$ cat src/smlt_pkg.sv
// Package for the swap mode lane translator.
// Assumes a single clk_sys domain; used by all translator design files.
package smlt_pkg;

  localparam int CLK_MHZ = 125;

  // Byte enables are active low: 0 means the byte is enabled
  localparam logic [3:0] BE_ALL = 4'h0;
  localparam logic [3:0] BE_NONE = 4'hF;

  // Size codes on the local bus
  localparam logic [1:0] SIZ_LONG = 2'h0;
  localparam logic [1:0] SIZ_BYTE = 2'h1;
  localparam logic [1:0] SIZ_WORD = 2'h2;
  localparam logic [1:0] SIZ_TRI = 2'h3;

  // Page map entry field layout
  localparam int SWP_MODE_LSB = 0;
  localparam int SWP_D64_BIT = 2;

  typedef enum logic [1:0] {
    SMLT_NO_SWAP = 2'h0,
    SMLT_BYTE_SWAP = 2'h1,
    SMLT_WORD_SWAP = 2'h2,
    SMLT_LONG_SWAP = 2'h3
  } smlt_mode_e;

  // Local bus address and size pair
  typedef struct packed {
    logic [1:0] local_address_low_bits;
    logic [1:0] local_transfer_size_code;
  } smlt_local_s;

  // Result of a PCI to local translation
  typedef struct packed {
    logic legal;
    logic low_lane;
    smlt_local_s loc;
  } smlt_down_s;

  // Result of a local to PCI translation
  typedef struct packed {
    logic legal;
    logic low_lane;
    logic [3:0] be_n;
  } smlt_up_s;

  // Three-bit page swap select from a map entry
  typedef logic [2:0] smlt_swp_t;

endpackage : smlt_pkg

$ cat src/smlt_down_xlat.sv
// PCI byte enables to local address-low and size, per swap mode.
// Pure combinational table; the top registers its result.
module smlt_down_xlat (
  input wire logic [3:0] be_n,
  input wire logic [1:0] mode,
  output smlt_pkg::smlt_down_s res
);

  function automatic smlt_pkg::smlt_down_s mk(
    input logic [1:0] a, input logic [1:0] s, input logic l);
    smlt_pkg::smlt_down_s r;
    r.legal = 1'b1;
    r.low_lane = l;
    r.loc.local_address_low_bits = a;
    r.loc.local_transfer_size_code = s;
    return r;
  endfunction : mk

  always_comb begin
    res = '0;
    unique case ({be_n, mode})
      // Single bytes
      {4'hE, 2'h0}: res = mk(2'h0, smlt_pkg::SIZ_BYTE, 1'b1);
      {4'hE, 2'h1}: res = mk(2'h1, smlt_pkg::SIZ_BYTE, 1'b1);
      {4'hE, 2'h2}: res = mk(2'h2, smlt_pkg::SIZ_BYTE, 1'b0);
      {4'hE, 2'h3}: res = mk(2'h3, smlt_pkg::SIZ_BYTE, 1'b0);
      {4'hD, 2'h0}: res = mk(2'h1, smlt_pkg::SIZ_BYTE, 1'b1);
      {4'hD, 2'h1}: res = mk(2'h0, smlt_pkg::SIZ_BYTE, 1'b1);
      {4'hD, 2'h2}: res = mk(2'h3, smlt_pkg::SIZ_BYTE, 1'b0);
      {4'hD, 2'h3}: res = mk(2'h2, smlt_pkg::SIZ_BYTE, 1'b0);
      {4'hB, 2'h0}: res = mk(2'h2, smlt_pkg::SIZ_BYTE, 1'b0);
      {4'hB, 2'h1}: res = mk(2'h3, smlt_pkg::SIZ_BYTE, 1'b0);
      {4'hB, 2'h2}: res = mk(2'h0, smlt_pkg::SIZ_BYTE, 1'b1);
      {4'hB, 2'h3}: res = mk(2'h1, smlt_pkg::SIZ_BYTE, 1'b1);
      {4'h7, 2'h0}: res = mk(2'h3, smlt_pkg::SIZ_BYTE, 1'b0);
      {4'h7, 2'h1}: res = mk(2'h2, smlt_pkg::SIZ_BYTE, 1'b0);
      {4'h7, 2'h2}: res = mk(2'h1, smlt_pkg::SIZ_BYTE, 1'b1);
      {4'h7, 2'h3}: res = mk(2'h0, smlt_pkg::SIZ_BYTE, 1'b1);
      // Aligned words
      {4'hC, 2'h0}: res = mk(2'h0, smlt_pkg::SIZ_WORD, 1'b1);
      {4'hC, 2'h1}: res = mk(2'h0, smlt_pkg::SIZ_WORD, 1'b1);
      {4'hC, 2'h2}: res = mk(2'h2, smlt_pkg::SIZ_WORD, 1'b0);
      {4'hC, 2'h3}: res = mk(2'h2, smlt_pkg::SIZ_WORD, 1'b0);
      {4'h3, 2'h0}: res = mk(2'h2, smlt_pkg::SIZ_WORD, 1'b0);
      {4'h3, 2'h1}: res = mk(2'h2, smlt_pkg::SIZ_WORD, 1'b0);
      {4'h3, 2'h2}: res = mk(2'h0, smlt_pkg::SIZ_WORD, 1'b1);
      {4'h3, 2'h3}: res = mk(2'h0, smlt_pkg::SIZ_WORD, 1'b1);
      // Unaligned words
      {4'h9, 2'h0}: res = mk(2'h1, smlt_pkg::SIZ_WORD, 1'b0);
      {4'h9, 2'h3}: res = mk(2'h1, smlt_pkg::SIZ_WORD, 1'b0);
      {4'h6, 2'h1}: res = mk(2'h1, smlt_pkg::SIZ_WORD, 1'b0);
      {4'h6, 2'h2}: res = mk(2'h1, smlt_pkg::SIZ_WORD, 1'b0);
      // Tribytes
      {4'h8, 2'h0}: res = mk(2'h0, smlt_pkg::SIZ_TRI, 1'b0);
      {4'h8, 2'h3}: res = mk(2'h1, smlt_pkg::SIZ_TRI, 1'b0);
      {4'h1, 2'h0}: res = mk(2'h1, smlt_pkg::SIZ_TRI, 1'b0);
      {4'h1, 2'h3}: res = mk(2'h0, smlt_pkg::SIZ_TRI, 1'b0);
      {4'h2, 2'h1}: res = mk(2'h1, smlt_pkg::SIZ_TRI, 1'b0);
      {4'h2, 2'h2}: res = mk(2'h0, smlt_pkg::SIZ_TRI, 1'b0);
      {4'h4, 2'h2}: res = mk(2'h1, smlt_pkg::SIZ_TRI, 1'b0);
      // Partly legible entry, taken as the mirror of mode 2's 0010 case
      {4'h4, 2'h1}: res = mk(2'h0, smlt_pkg::SIZ_TRI, 1'b0);
      // Longword in every mode
      {4'h0, 2'h0}: res = mk(2'h0, smlt_pkg::SIZ_LONG, 1'b0);
      {4'h0, 2'h1}: res = mk(2'h0, smlt_pkg::SIZ_LONG, 1'b0);
      {4'h0, 2'h2}: res = mk(2'h0, smlt_pkg::SIZ_LONG, 1'b0);
      {4'h0, 2'h3}: res = mk(2'h0, smlt_pkg::SIZ_LONG, 1'b0);
      // 0101, 1010, 1111 and the rest stay illegal
      default: res = '0;
    endcase
  end

endmodule : smlt_down_xlat

$ cat src/smlt_top.sv
// Swap mode lane translator between PCI byte enables and local bus
// address-low and size code, both directions.
// Assumes inputs come from logic on clk_sys; results appear one cycle
// after a request strobe.
module smlt_top (
  input wire logic clk_sys,
  input wire logic reset_n,
  // PCI to local request
  input wire logic down_req,
  input wire logic [3:0] down_be_n,
  input wire smlt_pkg::smlt_swp_t down_page_swap_select,
  output smlt_pkg::smlt_local_s down_loc_q,
  output logic down_low_lane_q,
  output logic down_go_q,
  output logic down_abort_q,
  output logic down_d64_swap_q,
  // Local to PCI request
  input wire logic up_req,
  input wire smlt_pkg::smlt_local_s up_loc,
  input wire smlt_pkg::smlt_swp_t up_page_swap_select,
  output logic [3:0] up_be_n_q,
  output logic up_low_lane_q,
  output logic up_go_q,
  output logic up_abort_q,
  output logic up_d64_swap_q
);

  // Translator results and the take or refuse decision per side
  smlt_pkg::smlt_down_s down_res;
  smlt_pkg::smlt_up_s up_res;
  logic [1:0] down_mode;
  logic [1:0] up_mode;
  logic down_take;
  logic down_refuse;
  logic up_take;
  logic up_refuse;
  // Next values of the down side registers
  smlt_pkg::smlt_local_s down_loc_d;
  logic down_low_lane_d;
  logic down_go_d;
  logic down_abort_d;
  logic down_d64_swap_d;
  // Next values of the up side registers
  logic [3:0] up_be_n_d;
  logic up_low_lane_d;
  logic up_go_d;
  logic up_abort_d;
  logic up_d64_swap_d;

  // Mode select from a page entry
  function automatic logic [1:0] mode_of(input smlt_pkg::smlt_swp_t s);
    return s[smlt_pkg::SWP_MODE_LSB +: 2];
  endfunction : mode_of

  // Quadword swap flag; only meaningful for D64 block transfers
  function automatic logic d64_of(input smlt_pkg::smlt_swp_t s);
    return s[smlt_pkg::SWP_D64_BIT];
  endfunction : d64_of

  // A request is carried out only when the table has an entry for it
  function automatic logic take_of(input logic req, input logic legal);
    return req && legal;
  endfunction : take_of

  // A request with no table entry is refused rather than guessed at
  function automatic logic refuse_of(input logic req, input logic legal);
    return req && !legal;
  endfunction : refuse_of

  assign down_mode = mode_of(down_page_swap_select);
  assign up_mode = mode_of(up_page_swap_select);

  smlt_down_xlat i_smlt_down_xlat (
    .be_n(down_be_n),
    .mode(down_mode),
    .res(down_res)
  );

  smlt_up_xlat i_smlt_up_xlat (
    .loc(up_loc),
    .mode(up_mode),
    .res(up_res)
  );

  // Down side: forward only what the table defines
  always_comb begin
    down_take = take_of(down_req, down_res.legal);
  end

  // Down side: anything else is aborted back on PCI
  always_comb begin
    down_refuse = refuse_of(down_req, down_res.legal);
  end

  // Up side: noncontiguous enables are table entries and still go out
  always_comb begin
    up_take = take_of(up_req, up_res.legal);
  end

  // Up side: codes outside the table never reach PCI
  always_comb begin
    up_refuse = refuse_of(up_req, up_res.legal);
  end

  // Strobes last one cycle; a held request repeats them
  always_comb begin
    down_go_d = down_take;
  end

  always_comb begin
    down_abort_d = down_refuse;
  end

  // Data outputs keep the last legal request; a refusal leaves them
  always_comb begin
    if (down_take) begin
      down_loc_d = down_res.loc;
    end else begin
      down_loc_d = down_loc_q;
    end
  end

  always_comb begin
    if (down_take) begin
      down_low_lane_d = down_res.low_lane;
    end else begin
      down_low_lane_d = down_low_lane_q;
    end
  end

  always_comb begin
    if (down_take) begin
      down_d64_swap_d = d64_of(down_page_swap_select);
    end else begin
      down_d64_swap_d = down_d64_swap_q;
    end
  end

  // Up strobes follow the same one-cycle pattern
  always_comb begin
    up_go_d = up_take;
  end

  always_comb begin
    up_abort_d = up_refuse;
  end

  // Enables hold until the next legal request
  always_comb begin
    if (up_take) begin
      up_be_n_d = up_res.be_n;
    end else begin
      up_be_n_d = up_be_n_q;
    end
  end

  always_comb begin
    if (up_take) begin
      up_low_lane_d = up_res.low_lane;
    end else begin
      up_low_lane_d = up_low_lane_q;
    end
  end

  always_comb begin
    if (up_take) begin
      up_d64_swap_d = d64_of(up_page_swap_select);
    end else begin
      up_d64_swap_d = up_d64_swap_q;
    end
  end

  // Forward strobe toward the local bus
  always_ff @(posedge clk_sys) begin
    if (!reset_n) begin
      down_go_q <= 1'b0;
    end else begin
      down_go_q <= down_go_d;
    end
  end

  // Abort strobe back to PCI
  always_ff @(posedge clk_sys) begin
    if (!reset_n) begin
      down_abort_q <= 1'b0;
    end else begin
      down_abort_q <= down_abort_d;
    end
  end

  // Local address-low and size code
  always_ff @(posedge clk_sys) begin
    if (!reset_n) begin
      down_loc_q <= '0;
    end else begin
      down_loc_q <= down_loc_d;
    end
  end

  // Low lane flag for the local transfer
  always_ff @(posedge clk_sys) begin
    if (!reset_n) begin
      down_low_lane_q <= 1'b0;
    end else begin
      down_low_lane_q <= down_low_lane_d;
    end
  end

  // Quadword swap flag, down side
  always_ff @(posedge clk_sys) begin
    if (!reset_n) begin
      down_d64_swap_q <= 1'b0;
    end else begin
      down_d64_swap_q <= down_d64_swap_d;
    end
  end

  // Issue strobe toward PCI
  always_ff @(posedge clk_sys) begin
    if (!reset_n) begin
      up_go_q <= 1'b0;
    end else begin
      up_go_q <= up_go_d;
    end
  end

  // Refusal strobe for undefined local codes
  always_ff @(posedge clk_sys) begin
    if (!reset_n) begin
      up_abort_q <= 1'b0;
    end else begin
      up_abort_q <= up_abort_d;
    end
  end

  // PCI enables idle with no byte enabled
  always_ff @(posedge clk_sys) begin
    if (!reset_n) begin
      up_be_n_q <= smlt_pkg::BE_NONE;
    end else begin
      up_be_n_q <= up_be_n_d;
    end
  end

  // Low lane flag for the received data
  always_ff @(posedge clk_sys) begin
    if (!reset_n) begin
      up_low_lane_q <= 1'b0;
    end else begin
      up_low_lane_q <= up_low_lane_d;
    end
  end

  // Quadword swap flag, up side
  always_ff @(posedge clk_sys) begin
    if (!reset_n) begin
      up_d64_swap_q <= 1'b0;
    end else begin
      up_d64_swap_q <= up_d64_swap_d;
    end
  end

endmodule : smlt_top

$ cat src/smlt_up_xlat.sv
// Local address-low and size to PCI byte enables, per swap mode.
// Pure combinational table; the top registers its result.
module smlt_up_xlat (
  input wire smlt_pkg::smlt_local_s loc,
  input wire logic [1:0] mode,
  output smlt_pkg::smlt_up_s res
);

  function automatic logic [3:0] pick(input logic [1:0] m,
    input logic [3:0] b0, input logic [3:0] b1,
    input logic [3:0] b2, input logic [3:0] b3);
    logic [3:0] r;
    r = b0;
    unique case (m)
      2'h0: r = b0;
      2'h1: r = b1;
      2'h2: r = b2;
      2'h3: r = b3;
    endcase
    return r;
  endfunction : pick

  always_comb begin
    res.legal = 1'b1;
    res.low_lane = 1'b0;
    res.be_n = smlt_pkg::BE_NONE;
    unique case ({loc.local_address_low_bits, loc.local_transfer_size_code})
      4'h0: res.be_n = smlt_pkg::BE_ALL;
      4'h3: res.be_n = pick(mode, 4'h8, 4'h4, 4'h2, 4'h1);
      4'h7: res.be_n = pick(mode, 4'h1, 4'h2, 4'h4, 4'h8);
      4'h2: begin
        res.be_n = pick(mode, 4'hC, 4'hC, 4'h3, 4'h3);
        res.low_lane = 1'b1;
      end
      4'h6: res.be_n = pick(mode, 4'h9, 4'h6, 4'h6, 4'h9);
      4'hA: res.be_n = pick(mode, 4'h3, 4'h3, 4'hC, 4'hC);
      4'h1: begin
        res.be_n = pick(mode, 4'hE, 4'hD, 4'hB, 4'h7);
        res.low_lane = 1'b1;
      end
      4'h5: begin
        res.be_n = pick(mode, 4'hD, 4'hE, 4'h7, 4'hB);
        res.low_lane = 1'b1;
      end
      4'h9: res.be_n = pick(mode, 4'hB, 4'h7, 4'hE, 4'hD);
      4'hD: res.be_n = pick(mode, 4'h7, 4'hB, 4'hD, 4'hE);
      // Codes outside the table have no defined lanes
      default: res.legal = 1'b0;
    endcase
  end

endmodule : smlt_up_xlat

$ cat config.mk
export PLATFORM = sky130hd
export DESIGN_NAME = smlt_top
export DESIGN_NICKNAME = d
export VERILOG_FILES = /design/src/smlt_pkg.sv /design/src/smlt_down_xlat.sv /design/src/smlt_top.sv /design/src/smlt_up_xlat.sv
export SDC_FILE = /design/constraint.sdc
export NUM_CORES = 1
export LEC_CHECK = 0
export BUFFER_PORTS_ARGS = -buffer_cell sky130_fd_sc_hd__buf_4
export CELL_PAD_IN_SITES_DETAIL_PLACEMENT = 0
export CELL_PAD_IN_SITES_GLOBAL_PLACEMENT = 1
export CORE_AREA = 2 2 70 72
export CTS_BUF_LIST = sky130_fd_sc_hd__clkbuf_4 sky130_fd_sc_hd__clkbuf_8 sky130_fd_sc_hd__clkbuf_16
export CTS_CLUSTER_DIAMETER = 100
export DETAILED_ROUTE_END_ITERATION = 7
export DIE_AREA = 0 0 72 74
export GPL_TIMING_DRIVEN = 0
export PLACE_DENSITY = 0.81
export SYNTH_ARGS = -nofsm -noshare
export SYNTH_HDL_FRONTEND = slang
export SYNTH_HIERARCHICAL = 1
export SYNTH_SLANG_ARGS = --single-unit
$ cat constraint.sdc
create_clock -name clk_sys -period 1.7 [get_ports clk_sys]
set_clock_uncertainty 0.05 [all_clocks]
set_input_delay 0.255 -clock clk_sys [delete_from_list [all_inputs] [get_ports clk_sys]]
set_output_delay 0.255 -clock clk_sys [all_outputs]
set_load 0.03 [all_outputs]
======== Word-level counts from Yosys, hierarchy flattened ========
Memory sizes are Yosys's and may differ from the RTL's.
Cells that the tools add are included.
operators by class
  add/subtract/negate cells ............... 0
  $mul .................................... 0
  divide/modulo/power cells ............... 0
  order comparisons ....................... 0
  equality and inequality tests ........... 12
  shifts and indexed selects .............. 0
  muxes and demuxes ....................... 12
  bitwise gates (word level) .............. 0
  reduce and logical (&&, ||, !) cells .... 14
operators by type and width
  kind                  count
  $pmux W4 S4           6
  $pmux W4 S10          1
  $pmux W4 S2           3
  $eq A4 B3 Y1 const B  3
  $eq A4 B4 Y1 const B  3
  $reduce_or A10 Y1     1
  $eq A4 B2 Y1 const B  2
  $reduce_or A2 Y1      4
  $eq A2 B2 Y1 const B  2
  $eq A4 B1 Y1 const B  1
  $logic_and A1 B1 Y1   4
  $logic_not A4 Y1      1
  $reduce_or A3 Y1      1
  $eq A2 B1 Y1 const B  1
  $logic_not A1 Y1      2
  $logic_not A2 Y1      1
  $mux W1               2
storage, ports and cells
  bits in registers ....................... 16
  bits in latches ......................... 0
  bits in writable memories ............... 0
  memory bits (read-only) ................. 384
  input port bits ......................... 18
  output and inout bits ................... 16
  word-level logic and storage cells ...... 50
  memories kept ........................... 1
memories
  name              words  bits a word  rd ports  clocked after memory_dff  wr ports  line                  RTL
  (name not given)  64     6            1         0                         0         smlt_down_xlat.sv:21  unique case ({be_n, mode})

======== Depth between registers and ports, before layout ========
Gate-level depths: netlist of run 1.
  depth after elaboration ................. 5
  gate-level depth with buffers ........... 9
  gate-level depth less buffers ........... 8

======== By module ========
Netlist of run 1, hierarchy kept.
by module, submodules not included
  module          times used  cells an instance  area an instance (sq um)  seq. area each (sq um)
  smlt_top        1           64                 649.4                     320.3
  smlt_up_xlat    1           72                 589.3                     0.0
  smlt_down_xlat  1           59                 376.6                     0.0

======== Worst setup path before layout of run 1 ========
Ideal clock, no wire load.
  path type ............................... input -> register
  from .................................... input down_page_swap_select[0]
  to ...................................... register down_d64_swap_q
  library setup time ...................... 0.115 ns
  arrival time ............................ 1.410 ns
  required time ........................... 1.535 ns
  slack ................................... 0.125 ns
  stages on the path ...................... 7
  buffers on the path ..................... 1
  cells stage by stage .................... inv_1 -> ha_1 -> o32a_1 -> nand3_1 -> buf_6 -> and2_4 -> o21ai_2
RTL lines
  element               line             RTL
  start, declared       smlt_top.sv:11   input wire smlt_pkg::smlt_swp_t down_page_swap_select,
  end signal, assigned  smlt_top.sv:214  down_d64_swap_q <= down_d64_swap_d;
  end, declared         smlt_top.sv:16   output logic down_d64_swap_q,

==> results.rst, run 1 <==
.. list-table::
   :header-rows: 1

   * - Metric
     - Value
   * - Total power density per cell area
     - 574.5 mW/mm^2
   * - Relative slew margins
     - between 80% and 90%
   * - Post-synth top area share
     - 19.83%
   * - Data required time at the worst endpoint
     - 1.79 ns
   * - CTS H-tree depth
     - 1
   * - Share of post-route cells with drive strength above 1
     - approximately a third
   * - Sequential fraction of the synthesis area
     - between 10% and 20%
   * - Depth of the most critical reg-to-reg path
     - 2
   * - Maximum root-to-sink buffer count
     - 2
   * - Maximum clock frequency
     - between 600 and 700 MHz
   * - Yosys reg bits
     - 16
   * - Effective utilization at floorplan
     - a little over a third
   * - Leakage Power
     - just under 0.9 nW
   * - Via count
     - roughly 1,500
   * - CTS Buf Count
     - 3
   * - Average wire per standard cell
     - 13.05 um
   * - Net switching component of the power
     - 378.6 uW
   * - Critical path's largest stage delay
     - 0.40 ns
   * - Max rail drop VDD
     - approximately 200 uV
   * - Reg2reg setup slack
     - 1.05 ns
   * - Routability cong.
     - 0.8015
   * - Smallest setup slack after layout
     - ~0.13 ns
   * - Pre-CTS WS
     - -0.1490 ns
   * - Antenna-violating nets left
     - 0
   * - Initial antenna violation count
     - 0
   * - Final critical delay including setup and external delays
     - roughly 1.6 ns
   * - Root cell of the clock tree
     - sky130_fd_sc_hd__clkbuf_8
   * - Period Utilization, post-route
     - 92.21%
   * - Actual slew at the worst max-slew pin
     - between 0.2 and 0.3 ns
   * - Violation count after the first detailed-route iteration
     - 88
   * - Hold WS
     - approximately 0.21 ns
   * - Dominant cells by area after synthesis
     - sky130_fd_sc_hd__dfxtp_1 20%, sky130_fd_sc_hd__ha_1 11%, sky130_fd_sc_hd__o211ai_2 5.4%, sky130_fd_sc_hd__nand2_1 4.4%, sky130_fd_sc_hd__nand4_1 3.9%
   * - Nets@finish
     - approximately 260
   * - Number of max-cap violations
     - 0
   * - Summed instance area of the synthesized netlist
     - 0.001615 mm^2
   * - Unrepaired setup endpoints after global routing
     - false
   * - Top-count cell post-synth
     - sky130_fd_sc_hd__nand2_1
   * - Sequential cell fraction of total power
     - a little under two fifths
   * - First-pass GRT wire length
     - 6.203 mm
   * - Worst hold path endpoint
     - down_d64_swap_q
   * - Family with the most delay on the worst path
     - adder cells
   * - Instance count of the mapped netlist
     - slightly below 200
   * - Cell Chain, Critical Path
     - buf_4 -> inv_1 -> ha_1 -> o32a_1 -> nand3_1 -> buf_6 -> and2_4 -> o21ai_2
   * - Crit path buf inv count
     - 3
   * - Mean instance size in the synthesized netlist
     - approximately 8.3 um^2
   * - Boundary Pins
     - 34
   * - Post-route DRC violation count
     - 0
   * - Antenna cells
     - 0
   * - Post-CTS Resized
     - 0
   * - Post-synth cell types
     - 43
   * - Relative area change from synthesis to final layout
     - 20.37%
   * - Max Transition Viols Final
     - 0
   * - Worst Hold Launch
     - down_page_swap_select[2]
   * - Largest net degree at the start of global routing
     - 11
   * - Most numerous cell types in the synthesized netlist
     - 19 x sky130_fd_sc_hd__nand2_1, 16 x sky130_fd_sc_hd__dfxtp_1, 15 x sky130_fd_sc_hd__inv_1
   * - Num rows
     - 25
   * - Switch share
     - between 30% and 40%
   * - Core region area
     - about 0.0046 mm^2
   * - Estimated wirelength of the detail-placed design
     - 2.847 mm
   * - Biggest fanout along the worst timing path
     - 9
   * - Syn Nets
     - between 200 and 250
   * - Outcome
     - finished, final reports clean
   * - Crit path max-delay cell type
     - sky130_fd_sc_hd__ha_1
   * - Worst endpoint data arrival time
     - around 1.7 ns
   * - Number of detailed-routing iterations run before antenna repair
     - 4
   * - Internal Power
     - approximately 740 uW
   * - Comb pwr share
     - 38.3%
   * - Sinks on Clock Net
     - 16
   * - Crit start category
     - input port
   * - Horizontal die dimension
     - 72 um
   * - Clock-pin slew of the registers on the worst-case setup and hold paths
     - roughly 0.060 ns
   * - Total die area
     - roughly 0.0053 mm^2
   * - RR Startpoint
     - up_be_n_q[3]
   * - Final WL
     - about 3.7 mm
   * - Final-layout setup total negative slack
     - 0 ns
   * - Worst Hold Path Cells
     - 3
   * - Library cell occupying the most area in the post-synthesis netlist
     - sky130_fd_sc_hd__dfxtp_1
   * - Clock power frac
     - 25.0%
   * - Port Buffer Count
     - 29
   * - FFs w/ async S/R, synth
     - 0%
   * - Class of the most critical hold timing path
     - in2reg
   * - Vias in the first global route
     - ~1,400
   * - Dominant synthesized flop cell
     - sky130_fd_sc_hd__dfxtp_1
   * - Total placed instance area
     - between 0.0015 and 0.002 mm^2
   * - Worst setup path category
     - in2reg
   * - Overflow left after global routing
     - 0
   * - GRT Total Usage
     - 14.33%
   * - Clock latency on the worst-skew pair
     - roughly 0.25 ns
   * - Endpoint kind of the worst setup timing path
     - flop
   * - Final setup violating endpoints
     - 0
   * - Endpoint of the worst-slack reg-to-reg timing path
     - up_be_n_q[3]
   * - Chip height
     - ~74 um
   * - Core Util, Final
     - between 40% and 50%
   * - Post-CTS setup-driven buffer insertion count
     - 0
   * - CTS tree
     - yes
   * - Number of vias per cell after detailed routing
     - ~5.3
   * - Final-report hold violation count
     - 0
   * - Layout Cell Area excl Fill
     - 0.001944 mm^2
   * - Count of hold buffers inserted by post-cts repair
     - 0
   * - Number of enable flip-flop cells after synthesis
     - 0
   * - Number of warnings printed during yosys synthesis
     - 6
==> layout by cell type, fill, tap and decap left out, types with 4 or more instances in the layout <==
cell                       instances
sky130_fd_sc_hd__o21ai_2           6
sky130_fd_sc_hd__ha_1             13
sky130_fd_sc_hd__a21oi_1           7
sky130_fd_sc_hd__mux2i_1           5
sky130_fd_sc_hd__o21ai_1           5
sky130_fd_sc_hd__dfxtp_1          16
sky130_fd_sc_hd__nor3_1            4
sky130_fd_sc_hd__nand2b_1          4
sky130_fd_sc_hd__o21ai_0           4
sky130_fd_sc_hd__buf_4            33
sky130_fd_sc_hd__nand3_1          11
sky130_fd_sc_hd__nand4_1          10
sky130_fd_sc_hd__buf_6             5
sky130_fd_sc_hd__inv_1            15
sky130_fd_sc_hd__o211ai_2          7
sky130_fd_sc_hd__nand2_1          19
sky130_fd_sc_hd__nor2b_1           4
sky130_fd_sc_hd__buf_2             8
sky130_fd_sc_hd__nand3b_1          4
sky130_fd_sc_hd__nor2_1            7
==> worst max-delay path by stage <==
stage	start	endpoint	cells past startpoint
after global routing	up_page_swap_select[0]	up_be_n_q[3]	9
after CTS	up_page_swap_select[0]	up_be_n_q[3]	9
after global placement	up_page_swap_select[0]	up_be_n_q[3]	9
after detailed placement	up_page_swap_select[0]	up_be_n_q[3]	9
after floorplan	down_page_swap_select[0]	down_d64_swap_q	7
final	down_page_swap_select[0]	down_loc_q[3]	8
==> layer usage <==
layer / vias to the layer above / track usage, % / share of wire (%)
li1: 767 / - / -
met1: 674 / 20.26 / 49
met2: 41 / 22.74 / 46
met3: 2 / 2.033 / 4.9
met4: 0 / 4.403 / 0.68
met5: - / 0 / 0
==> worst register-to-register path, delay by kind of cell (launching register included) <==
| kind | cells | cell delay [ns] |
|---|---|---|
| AO/OA/AOI/OAI | 1 | 0.14 |
| buffers and inverters | 1 | 0.06 |
| flip-flops | 1 | 0.34 |
==> power groups by stage <==
stage | clock (mW) | sequential [mW] | combinational [mW]
after floorplan | 0 | 0.463 | 0.254
after global placement | 0 | 0.418 | 0.427
after detailed placement | 0 | 0.418 | 0.427
after CTS | 0.292 | 0.410 | 0.429
after global routing | 0.306 | 0.412 | 0.469
final | 0.279 | 0.410 | 0.428
==> metrics by stage <==
stage,instances,power [mW]
floorplan,195,0.7174
global placement,278,0.8442
detailed placement,278,0.8450
CTS,281,1.131
global route,281,1.187
finish,281,1.117
==> kinds of logic (layout without fill, tap and decap cells) <==
group | Yosys count | in the layout | synth area share (%)
mux | 7 | 7 | 6.120
flops | 16 | 16 | 19.83
buf+inv | 32 | 64 | 11.31
fa+ha+maj | 14 | 14 | 10.84
compound gates | 44 | 44 | 21.84
simple gates | 82 | 82 | 30.05
==> state kept, by name (all words and copies together), names as in the netlist <==
| register | count |
|---|---|
| down_abort_q | 1 |
| down_d64_swap_q | 1 |
| up_d64_swap_q | 1 |
| down_go_q | 1 |
| up_be_n_q | 4 |
| up_low_lane_q | 1 |
| up_go_q | 1 |
| up_abort_q | 1 |
| down_loc_q | 4 |
| down_low_lane_q | 1 |
==> final cells by class <==
class,count,area (um^2)
multi-input combinational,147,1115
fill,467,2654
sequential,16,320.3
tap,54,67.56
timing repair buffer,29,217.7
clock buffer,3,41.29
inverter,15,56.30
buffer,17,126.4
(Power assumes the default switching activity.)
==> run 2: changes to the inputs <==
Settings changed: CELL_PAD_IN_SITES_DETAIL_PLACEMENT 0 to 1.
==> run 2 against run 1 <==
Against the previous run:
- die area stayed put
- power rose by 5.4%
- global-route usage grew 2.2 points
- routed wire length increased by 16%
- final cell count is 0.36% higher
- clock power rose by 18%
==> results.rst, run 2 (synthesis gave the netlist of run 1 again) <==
.. list-table::
   :header-rows: 1

   * - Metric
     - Value
   * - Outcome
     - finished, final reports clean
   * - Class of the most critical hold timing path
     - in2reg
   * - Initial antenna violation count
     - 0 (unchanged)
   * - Post-CTS setup-driven buffer insertion count
     - 0 (unchanged)
   * - Maximum root-to-sink buffer count
     - 2 (unchanged)
   * - Nets@finish
     - 261 (unchanged)
   * - Final-report hold violation count
     - 0 (unchanged)
   * - Chip height
     - 74 um (unchanged)
   * - Number of max-cap violations
     - 0 (unchanged)
   * - Boundary Pins
     - 34 (unchanged)
   * - CTS tree
     - yes
   * - Biggest fanout along the worst timing path
     - 9 (unchanged)
   * - Unrepaired setup endpoints after global routing
     - false
   * - Core Util, Final
     - 42.53% (+0.24 points)
   * - Clock-pin slew of the registers on the worst-case setup and hold paths
     - 0.06 ns (about the same)
   * - Crit path max-delay cell type
     - sky130_fd_sc_hd__ha_1
   * - Relative slew margins
     - 78.28% (-2.3 points)
   * - Core region area
     - 0.004598 mm^2 (unchanged)
   * - Sinks on Clock Net
     - 16 (unchanged)
   * - Max rail drop VDD
     - 278.5 uV (+41%)
   * - Count of hold buffers inserted by post-cts repair
     - 0 (unchanged)
   * - First-pass GRT wire length
     - 7.079 mm (+14%)
   * - Overflow left after global routing
     - 0 (unchanged)
   * - Biggest registers after layout
     - down_loc_q (4), up_be_n_q (4)
   * - Vias in the first global route
     - 1,469 (+6.3%)
   * - Max Transition Viols Final
     - 0 (unchanged)
   * - Final-layout setup total negative slack
     - 0 ns (unchanged)
   * - Root cell of the clock tree
     - sky130_fd_sc_hd__clkbuf_8
   * - Share of post-route cells with drive strength above 1
     - 32.46% (-0.14 points)
   * - Antenna-violating nets left
     - 0 (unchanged)
   * - CTS H-tree depth
     - 1 (unchanged)
   * - Crit start category
     - input port
   * - Actual slew at the worst max-slew pin
     - 0.3228 ns (+0.03110 ns)
   * - Relative area change from synthesis to final layout
     - 21.07%
   * - Cell Chain, Critical Path
     - buf_4 -> inv_1 -> ha_1 -> o32a_1 -> nand3_1 -> buf_6 -> and2_4 -> o21ai_2
   * - Via count
     - 1,539 (+3.7%)
   * - Antenna cells
     - 0 (unchanged)
   * - Worst endpoint data arrival time
     - 1.69 ns (+0.03 ns)
   * - Post-CTS Resized
     - 0 (unchanged)
   * - CTS Buf Count
     - 3 (unchanged)
   * - Final WL
     - 4.238 mm (+16%)
   * - Worst setup path category
     - in2reg
   * - Layout Cell Area excl Fill
     - 0.001956 mm^2 (+0.58%)
   * - Estimated wirelength of the detail-placed design
     - 3.422 mm (+20%)
   * - Post-route DRC violation count
     - 0 (unchanged)
   * - Final critical delay including setup and external delays
     - 1.602 ns (+0.03415 ns)
   * - Clock latency on the worst-skew pair
     - 0.24 ns (about the same)
   * - Total placed instance area
     - 0.001901 mm^2 (unchanged)
   * - Critical path's largest stage delay
     - 0.41 ns (about the same)
   * - Total power density per cell area
     - 601.9 mW/mm^2 (+4.8%)
   * - Largest net degree at the start of global routing
     - 11 (unchanged)
   * - Reg2reg setup slack
     - 1.02 ns (-0.03 ns)
   * - Period Utilization, post-route
     - 94.22% (+2.0 points)
   * - Routability cong.
     - 0.8015 (unchanged)
   * - Horizontal die dimension
     - 72 um (unchanged)
   * - Number of detailed-routing iterations run before antenna repair
     - 4 (unchanged)
   * - Number of vias per cell after detailed routing
     - 5.457 (+3.3%)
   * - Violation count after the first detailed-route iteration
     - 74 (-16%)
   * - Final setup violating endpoints
     - 0 (unchanged)
   * - Port Buffer Count
     - 29 (unchanged)
   * - Most frequent cells in the layout
     - 33 x sky130_fd_sc_hd__buf_4, 19 x sky130_fd_sc_hd__nand2_1, 16 x sky130_fd_sc_hd__dfxtp_1, 15 x sky130_fd_sc_hd__inv_1, 14 x sky130_fd_sc_hd__ha_1
   * - Maximum clock frequency
     - 624.3 MHz (-2.1%)
   * - Most common library cell in the layout ignoring fill and taps
     - sky130_fd_sc_hd__buf_4
   * - Endpoint kind of the worst setup timing path
     - flop
   * - Pre-CTS WS
     - -0.1598 ns (-0.01077 ns)
   * - Filler cell count
     - 584 (+25%)
   * - Num rows
     - 25 (unchanged)
   * - Data required time at the worst endpoint
     - 1.79 ns (about the same)
   * - Effective utilization at floorplan
     - 35.13% (unchanged)
   * - Smallest setup slack after layout
     - 0.09823 ns (-0.03415 ns)
   * - Leakage Power
     - 0.8829 nW (+1.0%)
   * - Total die area
     - 0.005328 mm^2 (unchanged)
   * - GRT Total Usage
     - 16.49% (+2.2 points)
   * - Average wire per standard cell
     - 15.03 um (+15%)
[run 2: metrics by stage]
stage	std cells	power, mW	hold WS (ns)
final	282	1.177	0.2238
after detailed placement	278	0.8567	0.3931
after global routing	282	1.253	0.2308
after global placement	278	0.8442	0.3962
after floorplan	195	0.7174	0.3461
after CTS	282	1.194	0.2214
[run 2: area by class of cell]
type	instances	area (um^2)	area share, %
Inverter	15	56.30	2.879
Sequential cell	16	320.3	16.38
Multi-Input combinational cell	147	1112	56.88
Clock buffer	4	55.05	2.815
Timing Repair Buffer	29	217.7	11.13
Tap cell	54	67.56	3.455
Buffer	17	126.4	6.462
[run 2: layer usage]
metal	global-route usage [%]	wire length, um	vias to the layer above
li1	-	-	768
met1	21.30	1880	732
met2	28.60	2126	33
met3	2.575	174	6
met4	4.822	57	0
met5	0	0	-
[run 2: worst max-delay path: cells and delay by family]
| family | cells | cell delay, ns |
|---|---|---|
| adders and majority gates | 1 | 0.41 |
| and+or+nand+nor | 2 | 0.31 |
| buffers and inverters | 3 | 0.32 |
| AOI/OAI and AO/OA | 2 | 0.40 |
[run 2: final timing paths]
path                                               start         endpoint  depth (start not counted)
worst max-delay path            down_page_swap_select[0]    down_loc_q[3]                          8
worst min-delay path            down_page_swap_select[2]  down_d64_swap_q                          3
worst max register to register              up_be_n_q[2]     up_be_n_q[2]                          2
worst min register to register             up_low_lane_q    up_low_lane_q                          2
[run 2: power by group]
part	internal (mW)	switching, mW
combinational	0.183	0.254
sequential	0.399	0.0116
clock	0.205	0.125
total	0.787	0.390
==> run 3: changes to the inputs <==
==> constraint.sdc (replaced) <==
create_clock -name clk_sys -period 1.7 [get_ports clk_sys]
set_clock_uncertainty 0.05 [all_clocks]
set_input_delay 0.34 -clock clk_sys [delete_from_list [all_inputs] [get_ports clk_sys]]
set_output_delay 0.34 -clock clk_sys [all_outputs]
set_load 0.03 [all_outputs]
==> run 3 against run 2 <==
Against the previous run:
- flip-flop and latch count stayed put
- largest power group unchanged
- critical path type unchanged
- critical path depth up 1
- largest cell class unchanged
- global-route usage unchanged
==> results.rst, run 3 (synthesis gave the netlist of run 1 again) <==
.. list-table::
   :header-rows: 1

   * - Metric
     - Value
   * - Total power of the final layout
     - 1.185 mW (+0.71%)
   * - Average wire per standard cell
     - 15.23 um (+1.4%)
   * - Max Transition Viols Final
     - 0 (unchanged)
   * - Overflow left after global routing
     - 0 (unchanged)
   * - Sinks on Clock Net
     - 16 (unchanged)
   * - Most frequent cells in the layout
     - 33 x sky130_fd_sc_hd__buf_4, 19 x sky130_fd_sc_hd__nand2_1, 16 x sky130_fd_sc_hd__dfxtp_1, 14 x sky130_fd_sc_hd__inv_1, 12 x sky130_fd_sc_hd__ha_1
   * - Family with the most delay on the worst path
     - compound AO/OA/AOI/OAI gates
   * - Clock-pin slew of the registers on the worst-case setup and hold paths
     - 0.06 ns (about the same)
   * - Worst Hold Path Cells
     - 3 (unchanged)
   * - Data required time at the worst endpoint
     - 1.78 ns (about the same)
   * - Crit path buf inv count
     - 2 (-1)
   * - Antenna-violating nets left
     - 0 (unchanged)
   * - First-pass GRT wire length
     - 7.079 mm (unchanged)
   * - Final WL
     - 4.296 mm (+1.4%)
   * - Number of detailed-routing iterations run before antenna repair
     - 4 (unchanged)
   * - Core region area
     - 0.004598 mm^2 (unchanged)
   * - Biggest fanout along the worst timing path
     - 5 (-4)
   * - Leakage Power
     - 0.8819 nW (-0.12%)
   * - CTS Buf Count
     - 3 (unchanged)
   * - Period Utilization, post-route
     - 95.75% (+1.5 points)
   * - Total die area
     - 0.005328 mm^2 (unchanged)
   * - Critical path's largest stage delay
     - 0.30 ns (-0.11 ns)
   * - Maximum root-to-sink buffer count
     - 2 (unchanged)
   * - Number of vias per cell after detailed routing
     - 5.493 (+0.65%)
   * - Endpoint of the worst-slack reg-to-reg timing path
     - up_be_n_q[2]
   * - Number of max-cap violations
     - 0 (unchanged)
   * - Nets@finish
     - 261 (unchanged)
   * - Violation count after the first detailed-route iteration
     - 67 (-9.5%)
   * - Total power density per cell area
     - 598.5 mW/mm^2 (-0.57%)
   * - Share of post-route cells with drive strength above 1
     - 33.77% (+1.3 points)
   * - Outcome
     - finished, final reports clean
   * - Layout Cell Area excl Fill
     - 0.001981 mm^2 (+1.3%)
   * - Biggest registers after layout
     - down_loc_q (4), up_be_n_q (4)
   * - Via count
     - 1,549 (+0.65%)
   * - Most repeated library cell on the critical path
     - sky130_fd_sc_hd__o211ai_2
   * - Worst setup path startpoint
     - up_page_swap_select[0]
   * - Total placed instance area
     - 0.001901 mm^2 (unchanged)
   * - Cell Chain, Critical Path
     - buf_4 -> inv_1 -> ha_1 -> nor2b_1 -> a21oi_1 -> o32a_1 -> o211ai_2 -> nand3_1 -> o211ai_2
   * - CTS tree
     - yes
   * - Endpoint kind of the worst setup timing path
     - flop
   * - Estimated wirelength of the detail-placed design
     - 3.422 mm (unchanged)
   * - Vias in the first global route
     - 1,469 (unchanged)
   * - Most common library cell in the layout ignoring fill and taps
     - sky130_fd_sc_hd__buf_4
   * - Boundary Pins
     - 34 (unchanged)
   * - Initial antenna violation count
     - 0 (unchanged)
   * - Final-report hold violation count
     - 0 (unchanged)
   * - RR Startpoint
     - up_be_n_q[2]
   * - Final critical delay including setup and external delays
     - 1.628 ns (+0.02592 ns)
   * - Reg2reg setup slack
     - 1.02 ns (about the same)
   * - Effective utilization at floorplan
     - 35.13% (unchanged)
   * - Worst endpoint data arrival time
     - 1.71 ns (+0.02 ns)
   * - Actual slew at the worst max-slew pin
     - 0.2849 ns (-0.03789 ns)
   * - Chip height
     - 74 um (unchanged)
   * - Post-route DRC violation count
     - 0 (unchanged)
   * - Unrepaired setup endpoints after global routing
     - false
   * - Maximum clock frequency
     - 614.4 MHz (-1.6%)
   * - Root cell of the clock tree
     - sky130_fd_sc_hd__clkbuf_8
   * - Max rail drop VDD
     - 278.9 uV (+0.16%)
   * - Worst hold path endpoint
     - down_d64_swap_q
   * - Relative slew margins
     - 81.00% (+2.7 points)
   * - Num rows
     - 25 (unchanged)
   * - Final-layout setup total negative slack
     - 0 ns (unchanged)
   * - Worst setup path category
     - in2reg
   * - Largest net degree at the start of global routing
     - 11 (unchanged)
   * - Final setup violating endpoints
     - 0 (unchanged)
   * - Depth of the most critical reg-to-reg path
     - 2 (unchanged)
   * - CTS H-tree depth
     - 1 (unchanged)
   * - Count of hold buffers inserted by post-cts repair
     - 0 (unchanged)
   * - Port Buffer Count
     - 29 (unchanged)
   * - Crit path max-delay cell type
     - sky130_fd_sc_hd__ha_1
   * - Antenna cells
     - 0 (unchanged)
   * - GRT Total Usage
     - 16.49% (unchanged)
   * - Routability cong.
     - 0.8015 (unchanged)
   * - Horizontal die dimension
     - 72 um (unchanged)
   * - Worst Hold Launch
     - down_page_swap_select[2]
   * - Crit start category
     - input port
   * - Relative area change from synthesis to final layout
     - 22.62%
   * - Clock latency on the worst-skew pair
     - 0.24 ns (about the same)
   * - Class of the most critical hold timing path
     - in2reg
-- run 3: cell count changes in the layout (fill, tap and decap cells not counted) --
cell,previous run,this run
sky130_fd_sc_hd__inv_2,0,1
sky130_fd_sc_hd__ha_4,0,2
sky130_fd_sc_hd__ha_1,14,12
sky130_fd_sc_hd__inv_1,15,14
-- run 3: stage by stage --
step                      util [%]  cells  setup WS [ns]  hold WS (ns)
after global placement       41.33    278        -0.2259        0.3962
after CTS                    42.53    282        0.01592        0.3064
after floorplan                  -    195        0.03992        0.4311
after detailed placement     41.33    278        -0.2448        0.3931
final                        43.07    282        0.07230        0.3092
after global routing         43.07    282        0.01300        0.3158
-- run 3: routing by layer --
metal  part of all wire (%)  track usage, %  up-vias
met2                     50           28.60       31
met1                     45           21.30      740
met3                    4.1           2.575        6
met4                    1.4           4.822        0
li1                       -               -      772
met5                      0               0        -
-- run 3: how the worst max path moves through the flow --
stage | to | slack [ns] | cells past startpoint
final | up_be_n_q[1] | 0.07 | 9
after global placement | up_be_n_q[3] | -0.23 | 9
after global routing | up_be_n_q[1] | 0.01 | 9
after CTS | down_loc_q[3] | 0.02 | 8
after detailed placement | up_be_n_q[3] | -0.24 | 9
after floorplan | down_d64_swap_q | 0.04 | 7
-- run 3: final cells by class --
cell class                 instances  area (um^2)
tap                               54        67.56
multi-input combinational        147         1137
sequential                        16        320.3
fill                             579         2618
clock buffer                       4        55.05
buffer                            17        126.4
inverter                          15        56.30
timing repair buffer              29        217.7
-- run 3: what timing repair did --
| action | in CTS | in global routing |
|---|---|---|
| endpoints found under the setup margin | 0 | 10 |
| setup buffers | 0 | 0 |
| resized for setup | 0 | 5 |
-- run 3: power by group --
| group | internal, mW | total (mW) | switching [mW] |
|---|---|---|---|
| clock network | 0.205 | 0.330 | 0.125 |
| registers | 0.399 | 0.410 | 0.0116 |
| logic | 0.188 | 0.445 | 0.257 |
| total | 0.792 | 1.19 | 0.394 |
-- run 3: worst register-to-register path, delay by kind of cell, from the launching register on --
kind | cells | cell delay, ns
AOI/OAI and AO/OA | 1 | 0.14
buffers and inverters | 1 | 0.06
DFF | 1 | 0.35
